**config.mk**
```make
export PLATFORM = sky130hd
export DESIGN_NAME = rsps_sequencer
export DESIGN_NICKNAME = d
export VERILOG_FILES = /design/src/rsps_pkg.sv /design/src/rsps_addr_timer.sv /design/src/rsps_sequencer.sv
export VERILOG_INCLUDE_DIRS = /design/src /design/src/src
export SDC_FILE = /design/constraint.sdc
export NUM_CORES = 1
export LEC_CHECK = 0
export BUFFER_PORTS_ARGS = -buffer_cell sky130_fd_sc_hd__buf_2
export CORE_AREA = 2 2 68 70
export DETAILED_ROUTE_END_ITERATION = 10
export DIE_AREA = 0 0 70 72
export HOLD_SLACK_MARGIN = 0.1
export PLACE_DENSITY = 0.82
export SLEW_MARGIN = 25
export SYNTH_ARGS = -nofsm -noshare
export SYNTH_HDL_FRONTEND = slang
export SYNTH_SLANG_ARGS = --single-unit
```
**constraint.sdc**
```tcl
create_clock -name clk -period 1.5 [get_ports clk]
set_input_delay 0.225 -clock clk [delete_from_list [all_inputs] [get_ports clk]]
set_output_delay 0.225 -clock clk [all_outputs]
set_load 0.01 [all_outputs]
```
**src/rsps_regs.svh**
```systemverilog
`ifndef RSPS_REGS_SVH
`define RSPS_REGS_SVH
// address bus goes low 2.5 clocks after the low init level is sampled:
// one rising edge samples it, two more edges follow, then a falling edge
`define RSPS_ADDR_LOW_RISES 2'h2
`define RSPS_ADDR_W 24
`define RSPS_DATA_W 16
`define RSPS_PORT_W 8
`define RSPS_MODE_W 3
`define RSPS_MODE_THREE 3'h3
`define RSPS_MODE_FOUR 3'h4
// init must lead halt by this many clocks for the memory to be kept
`define RSPS_RET_LEAD 4'hA
`endif

```
**src/rsps_pkg.sv**
```systemverilog
`default_nettype none
`include "rsps_regs.svh"
package rsps_pkg;
  // strobe group, all active low
  typedef struct packed {
    logic as_n;
    logic rd_n;
    logic upper_wr_n;
    logic lower_wr_n;
    logic cs0_n;
  } rsps_strobe_t;
  // one tristate pin group: value and low-active output enable
  typedef struct packed {
    logic [`RSPS_PORT_W-1:0] out;
    logic [`RSPS_PORT_W-1:0] oe_n;
  } rsps_port_t;
  typedef enum logic [1:0] {
    RSPS_RUN = 2'b00,
    RSPS_WAIT = 2'b01,
    RSPS_HELD = 2'b10
  } rsps_state_t;
endpackage
`default_nettype wire

```
**src/rsps_addr_timer.sv**
```systemverilog
`default_nettype none
`include "rsps_regs.svh"
// counts rising edges after init is first sampled low, then releases
// the address-low request on the following falling edge (half cycle)
module rsps_addr_timer (
  input wire logic clk,
  input wire logic init_sampled,
  input wire logic resetn,
  output var logic addr_low
);
  import rsps_pkg::*;
  rsps_state_t state_q, state_d;
  logic [1:0] cnt_q, cnt_d;
  logic fall_q;
  // next-state logic
  always_comb begin
    state_d = state_q;
    cnt_d = cnt_q;
    case (state_q)
      RSPS_RUN: begin
        // the second synchroniser stage has already spent one counted edge
        cnt_d = 2'h1;
        if (init_sampled) begin
          if (cnt_q == `RSPS_ADDR_LOW_RISES - 2'h1) begin
            state_d = RSPS_HELD;
          end else begin
            state_d = RSPS_WAIT;
            cnt_d = cnt_q + 2'h1;
          end
        end
      end
      RSPS_WAIT: begin
        if (!init_sampled) begin
          state_d = RSPS_RUN;
        end else if (cnt_q == `RSPS_ADDR_LOW_RISES - 2'h1) begin
          state_d = RSPS_HELD;
        end else begin
          cnt_d = cnt_q + 2'h1;
        end
      end
      RSPS_HELD: begin
        if (!init_sampled) begin
          state_d = RSPS_RUN;
        end
      end
      default: state_d = RSPS_RUN;
    endcase
  end
  always_ff @(posedge clk or negedge resetn) begin
    if (!resetn) begin
      state_q <= RSPS_RUN;
      cnt_q <= 2'h1;
    end else begin
      state_q <= state_d;
      cnt_q <= cnt_d;
    end
  end
  // falling-edge stage supplies the extra half cycle
  always_ff @(negedge clk or negedge resetn) begin
    if (!resetn) begin
      fall_q <= 1'b0;
    end else begin
      fall_q <= (state_q == RSPS_HELD);
    end
  end
  assign addr_low = fall_q & (state_q == RSPS_HELD);
endmodule // rsps_addr_timer
`default_nettype wire

```
**src/rsps_sequencer.sv**
```systemverilog
`default_nettype none
`include "rsps_regs.svh"
// Notes on behaviour
// - every general port turns to input at once when init goes low, even mid access.
// - on init low the strobes and chip select zero go high and the data bus floats.
// - the address bus is driven low 2.5 clocks after init is sampled low.
// - the clock output pin turns to output at the first rising edge after init goes low.
// - in modes 3 and 4, upper address and extra select pins float at once on init low.
// - during halt every port, address, data and clock pin floats; the strobes are driven high.
module rsps_sequencer (
  input wire logic clk,
  input wire logic resetn,
  input wire logic hard_init_in_n,
  input wire logic deep_halt_in_n,
  input wire logic [`RSPS_MODE_W-1:0] mode,
  input wire logic onchip_memory_enable,
  input wire logic upper_addr_used,
  input wire logic extra_cs_used,
  input wire logic bus_active,
  input wire rsps_pkg::rsps_strobe_t core_strobe,
  input wire logic [`RSPS_ADDR_W-1:0] core_addr,
  input wire logic [`RSPS_DATA_W-1:0] core_data_out,
  input wire logic core_data_drive,
  input wire rsps_pkg::rsps_port_t core_port,
  input wire rsps_pkg::rsps_port_t core_upper_pins,
  input wire logic clock_out_value,
  input wire logic clock_out_sel,
  output rsps_pkg::rsps_strobe_t strobe,
  output logic [`RSPS_ADDR_W-1:0] addr_out,
  output logic addr_oe_n,
  output logic [`RSPS_DATA_W-1:0] data_out,
  output logic data_oe_n,
  output rsps_pkg::rsps_port_t port,
  output rsps_pkg::rsps_port_t upper_pins,
  output logic clock_output_pin,
  output logic clock_output_pin_oe_n,
  output logic bus_abort,
  output logic retention_ok
);
  import rsps_pkg::*;

  // synchroniser stages for the clocked paths
  logic init_s1_q, init_s1_d;
  logic init_s2_q, init_s2_d;
  logic halt_s1_q, halt_s1_d;
  logic halt_s2_q, halt_s2_d;
  // raw pin levels and decoded conditions
  logic init_low;
  logic halt_low;
  logic init_sampled;
  logic addr_low;
  logic mode_ext;
  logic upper_float;
  // clock pin direction
  logic clk_oe_q, clk_oe_d;
  // retention watch
  logic seen_init_q, seen_init_d;
  logic [3:0] lead_q, lead_d;
  logic ret_q, ret_d;

  // every output enable of a pin group set to float
  function automatic logic [`RSPS_PORT_W-1:0] float_all();
    float_all = {`RSPS_PORT_W{1'b1}};
  endfunction

  // modes that may put address or select lines on the upper pin group
  function automatic logic is_ext_mode(input logic [`RSPS_MODE_W-1:0] m);
    is_ext_mode = (m == `RSPS_MODE_THREE) || (m == `RSPS_MODE_FOUR);
  endfunction

  // lead counter step; saturates so a very long init never wraps to a short lead
  function automatic logic [3:0] lead_step(input logic [3:0] v);
    lead_step = (v == 4'hF) ? v : v + 4'h1;
  endfunction

  // asynchronous view: pins react the moment init or halt goes low, no edge needed
  assign init_low = !hard_init_in_n;
  assign halt_low = !deep_halt_in_n;
  assign mode_ext = is_ext_mode(mode);
  // on init the upper group floats only when it really carries address or select lines
  assign upper_float = mode_ext && (upper_addr_used || extra_cs_used);

  // synchroniser next values; only the second stage feeds other logic
  always_comb begin
    init_s1_d = init_low;
    init_s2_d = init_s1_q;
    halt_s1_d = halt_low;
    halt_s2_d = halt_s1_q;
  end

  // two-flop synchronisers for the clocked paths
  always_ff @(posedge clk or negedge resetn) begin
    if (!resetn) begin
      init_s1_q <= 1'b0;
      init_s2_q <= 1'b0;
      halt_s1_q <= 1'b0;
      halt_s2_q <= 1'b0;
    end else begin
      init_s1_q <= init_s1_d;
      init_s2_q <= init_s2_d;
      halt_s1_q <= halt_s1_d;
      halt_s2_q <= halt_s2_d;
    end
  end
  assign init_sampled = init_s2_q;

  // address timer: counts edges of the sampled init level, then adds a half cycle
  rsps_addr_timer u_timer (
    .clk(clk),
    .init_sampled(init_sampled),
    .resetn(resetn),
    .addr_low(addr_low)
  );

  // clock pin direction; the raw level is used so it turns at the very next rise
  always_comb begin
    clk_oe_d = clk_oe_q;
    if (init_low) begin
      clk_oe_d = 1'b1;
    end else if (!clock_out_sel) begin
      clk_oe_d = 1'b0;
    end
  end

  // clock pin direction register; input after reset until init turns it
  always_ff @(posedge clk or negedge resetn) begin
    if (!resetn) begin
      clk_oe_q <= 1'b0;
    end else begin
      clk_oe_q <= clk_oe_d;
    end
  end

  // retention watch: both lines pass the same two stages, so the lead is exact
  always_comb begin
    lead_d = lead_q;
    seen_init_d = seen_init_q;
    ret_d = ret_q;
    if (!init_sampled) begin
      lead_d = 4'h0;
    end else begin
      lead_d = lead_step(lead_q);
    end
    if (halt_s2_q && !seen_init_q) begin
      seen_init_d = 1'b1;
      // memory kept only if init led by enough clocks, or retention was off
      ret_d = !onchip_memory_enable || (lead_q >= `RSPS_RET_LEAD);
    end else if (!halt_s2_q) begin
      seen_init_d = 1'b0;
    end
  end

  // retention registers; the flag starts true so a fresh part reports no loss
  always_ff @(posedge clk or negedge resetn) begin
    if (!resetn) begin
      lead_q <= 4'h0;
      seen_init_q <= 1'b0;
      ret_q <= 1'b1;
    end else begin
      lead_q <= lead_d;
      seen_init_q <= seen_init_d;
      ret_q <= ret_d;
    end
  end

  assign retention_ok = ret_q;
  // abort only matters while the core is really out on the bus
  assign bus_abort = init_low & bus_active;

  // strobes and data bus: strobes high and data floating on init or halt
  always_comb begin
    strobe = core_strobe;
    data_out = core_data_out;
    data_oe_n = !core_data_drive;
    if (init_low) begin
      strobe = '1;
      data_oe_n = 1'b1;
    end
    if (halt_low) begin
      strobe = '1;
      data_oe_n = 1'b1;
    end
  end

  // address bus: held until the timer fires, then low, floated in halt
  always_comb begin
    addr_out = core_addr;
    addr_oe_n = 1'b0;
    if (init_low && addr_low) begin
      addr_out = '0;
    end
    if (halt_low) begin
      addr_oe_n = 1'b1;
    end
  end

  // general pin group inputs at once on init, upper group too when upper_float; both floated in halt
  always_comb begin
    port = core_port;
    upper_pins = core_upper_pins;
    if (init_low) begin
      port.oe_n = float_all();
      if (upper_float) begin
        upper_pins.oe_n = float_all();
      end
    end
    if (halt_low) begin
      port.oe_n = float_all();
      upper_pins.oe_n = float_all();
    end
  end

  // clock pin: value passes through, direction from its register, floated in halt
  always_comb begin
    clock_output_pin = clock_out_value;
    clock_output_pin_oe_n = !clk_oe_q;
    if (halt_low) begin
      clock_output_pin_oe_n = 1'b1;
    end
  end
endmodule // rsps_sequencer
`default_nettype wire

```
==> results.json <==
{
  "slew_violations": 0,
  "avgSynthCellArea_um2": 8.79,
  "clock_sinks": 16,
  "power.density_nw_per_um2": 901,
  "ys_warn_count": 0,
  "drive_gt1_share_pct": 63.8,
  "crit_buf_inv": 2,
  "status": "complete, but fails checks",
  "p_sw_mw": 0.533,
  "setup_ws_ns": -0.660,
  "final_nets": 326,
  "power_frac_comb_pct": 41.8,
  "num_vias": 1281,
  "setup_viol_count_final": 24,
  "finalHoldWorstSlack_ns": 0.112,
  "route.detailed.drc": 0,
  "end_kind": "output port",
  "dieWidth_um": 70,
  "drtIter0Drc": 16,
  "critPathArrivalTime_ns": 1.94,
  "clk_latency_ns": 0.26,
  "seq_power_share_pct": 34.9,
  "mostFrequentLayoutCell": "buf_2",
  "crit_path_max_incr_delay_ns": 0.39,
  "row_count": 24,
  "max-vdd-ir-drop_mv": 0.442,
  "cpLargestDelayFamily": "flip-flops",
  "globalplace.congestion": 0.900,
  "post_drt_wl_per_cell_um": 11.5,
  "hold_viol": 0,
  "final_antenna_net_count": 0,
  "postLayoutCoreUtil_pct": 42.6,
  "clkTransAtPathRegs_ns": 0.06,
  "placed_area_um2": 1750,
  "synth-seq-cells": 16,
  "cp_data_required_time_ns": 1.27,
  "overflow": 0,
  "syn_inst": 150,
  "core-area_um2": 4260,
  "clk_path_buf_depth": 2,
  "slew_headroom_pct": 73.4,
  "fin_skew_ns": 0.0167,
  "slowest_stage": "dfrtn_1",
  "first_pass_iters": 4,
  "path_class": "reg -> out",
  "crit_path_cell_trace": "and3_4 -> buf_12 -> nor2b_2 -> buf_2",
  "cts_tree": "built",
  "ctsRootBufferMaster": "clkbuf_8",
  "cts_buffers": 3,
  "num_antenna_cells": 0,
  "hp-class": "in -> reg",
  "final_cell_area_um2": 1820,
  "critPathLaunchType": "register",
  "io_pins": 174,
  "area_delta_synth_final_pct": 37.9,
  "initial_utilization_pct": 30.9,
  "htree_levels": 1,
  "leakagePower_nw": 0.947,
  "worstMarginPinSlew_ns": 0.399,
  "tns_ns": -15.67,
  "hpwlAfterDp_um": 2770,
  "track_usage_pct": 12.0,
  "grt_antenna_before_repair": 0,
  "grt_pass1_vias": 1151,
  "seq_area_frac_synth_pct": 30.6,
  "dp_slack_ns": -0.386,
  "rsz0062_at_grt": "true",
  "port-buffer-count": 107,
  "p_int_mw": 1.10,
  "grt_pass1_wl_um": 4850,
  "die_area_um2": 5040,
  "critPathMaxFanout": 10,
  "clockPowerShare_pct": 23.3,
  "final_cell_mix": "buf_2, nor2b_2, dfrtp_1, or2_1",
  "syn_area_um2": 1320,
  "routed_wl_um": 3230,
  "die_y_um": 72,
  "grt_max_degree": 16,
  "swShare_pct": 32.6,
  "violations": "setup timing",
  "drv_cap": 0,
  "synth_cell_types": 35,
  "viasPerCell": 4.56,
  "syn_nets": 246
}
## final timing paths
kind,start,to,slack [ns],cells after the start
worst max-delay path,u_timer.fall_q$_DFF_NN0_,addr_out[13],-0.66,4
worst min-delay path,onchip_memory_enable,retention_ok$_DFFE_PN1P_,0.11,2
worst max register to register,u_timer.state_q[1]$_DFFE_PN0P_,u_timer.fall_q$_DFF_NN0_,0.10,1
worst min register to register,halt_s1_q$_DFF_PN0_,halt_s2_q$_DFF_PN0_,0.35,0
max in group asynchronous,resetn,u_timer.fall_q$_DFF_NN0_,0.45,2
min in group asynchronous,resetn,lead_q[3]$_DFFE_PN0P_,0.48,3
## metrics by stage
step / cells / total power, mW
6_report: 281 / 1.64
5_1_grt: 281 / 1.77
4_1_cts: 281 / 1.66
3_5_place_dp: 276 / 1.27
3_3_place_gp: 276 / 1.25
2_1_floorplan: 150 / 1.08
## power by group through the flow
stage | clock network, mW | registers, mW | logic [mW]
floorplan | 0 | 0.579 | 0.503
global placement | 0 | 0.574 | 0.672
detailed placement | 0 | 0.581 | 0.691
CTS | 0.392 | 0.574 | 0.695
global route | 0.409 | 0.587 | 0.769
finish | 0.381 | 0.572 | 0.684
## synthesized netlist by cell type (all sizes together)
master | count | area [µm²]
a2bb2oi | 1 | 8.76
nand3 | 3 | 15.0
nor3 | 1 | 5.00
o22ai | 1 | 6.26
a211oi | 1 | 7.51
or2 | 13 | 81.3
dfstp | 2 | 52.6
ha | 5 | 62.6
dfrtp | 13 | 325
a21oi | 2 | 10.0
a31oi | 2 | 12.5
clkbuf | 3 | 11.3
nor2b | 28 | 175
buf | 36 | 275
nand2b | 1 | 6.26
nor2 | 2 | 7.51
nand3b | 8 | 60.1
and3 | 1 | 11.3
dfrtn | 1 | 25.0
o21ai | 1 | 5.00
o31ai | 2 | 15.0
nor3b | 2 | 20.0
and3b | 1 | 8.76
and2 | 1 | 6.26
xnor2 | 1 | 8.76
o211a | 2 | 20.0
a311oi | 1 | 8.76
inv | 7 | 26.3
o221ai | 1 | 15.0
nand2 | 7 | 26.3
## layer usage
layer / part of all wire [%] / track usage, % / vias up
li1: - / - / 611
met1: 36 / 12.2 / 553
met2: 49 / 22.2 / 102
met3: 13 / 3.19 / 15
met4: 2.4 / 6.84 / 0
met5: 0 / 0 / -
## what timing repair did
| item | 4_1_cts | 5_1_grt |
|---|---|---|
| pin swaps | 0 | 1 |
| resized for setup | 0 | 0 |
| endpoints found under the hold margin | 13 | 0 |
| setup endpoints to repair | 24 | 25 |
| hold buffers | 1 | 0 |
| gates cloned | 0 | 0 |
| setup buffers | 0 | 0 |
## area by class of cell
type | count | area, µm²
Fill cell | 416 | 2450
Sequential cell | 16 | 403
Timing Repair Buffer | 114 | 616
Tap cell | 52 | 65.1
Multi-Input combinational cell | 88 | 653
Inverter | 7 | 26.3
Clock buffer | 4 | 55.1
## state kept, by name, summed over array words and instances (netlist names)
register	cells
seen_init_q	1
lead_q	4
halt_s2_q	1
u_timer.cnt_q	2
clk_oe_q	1
init_s2_q	1
u_timer.state_q	2
halt_s1_q	1
retention_ok	1
u_timer.fall_q	1
init_s1_q	1
## cell families after synthesis
family                   share of synthesized area (%)
buffers and inverters                             23.7
XOR/XNOR                                         0.664
flip-flops                                        30.5
AO/OA/AOI/OAI                                     8.25
adder cells (fa/ha/maj)                           4.74
AND/OR/NAND/NOR                                   32.1
No activity file was read; power rests on OpenSTA's default activity.
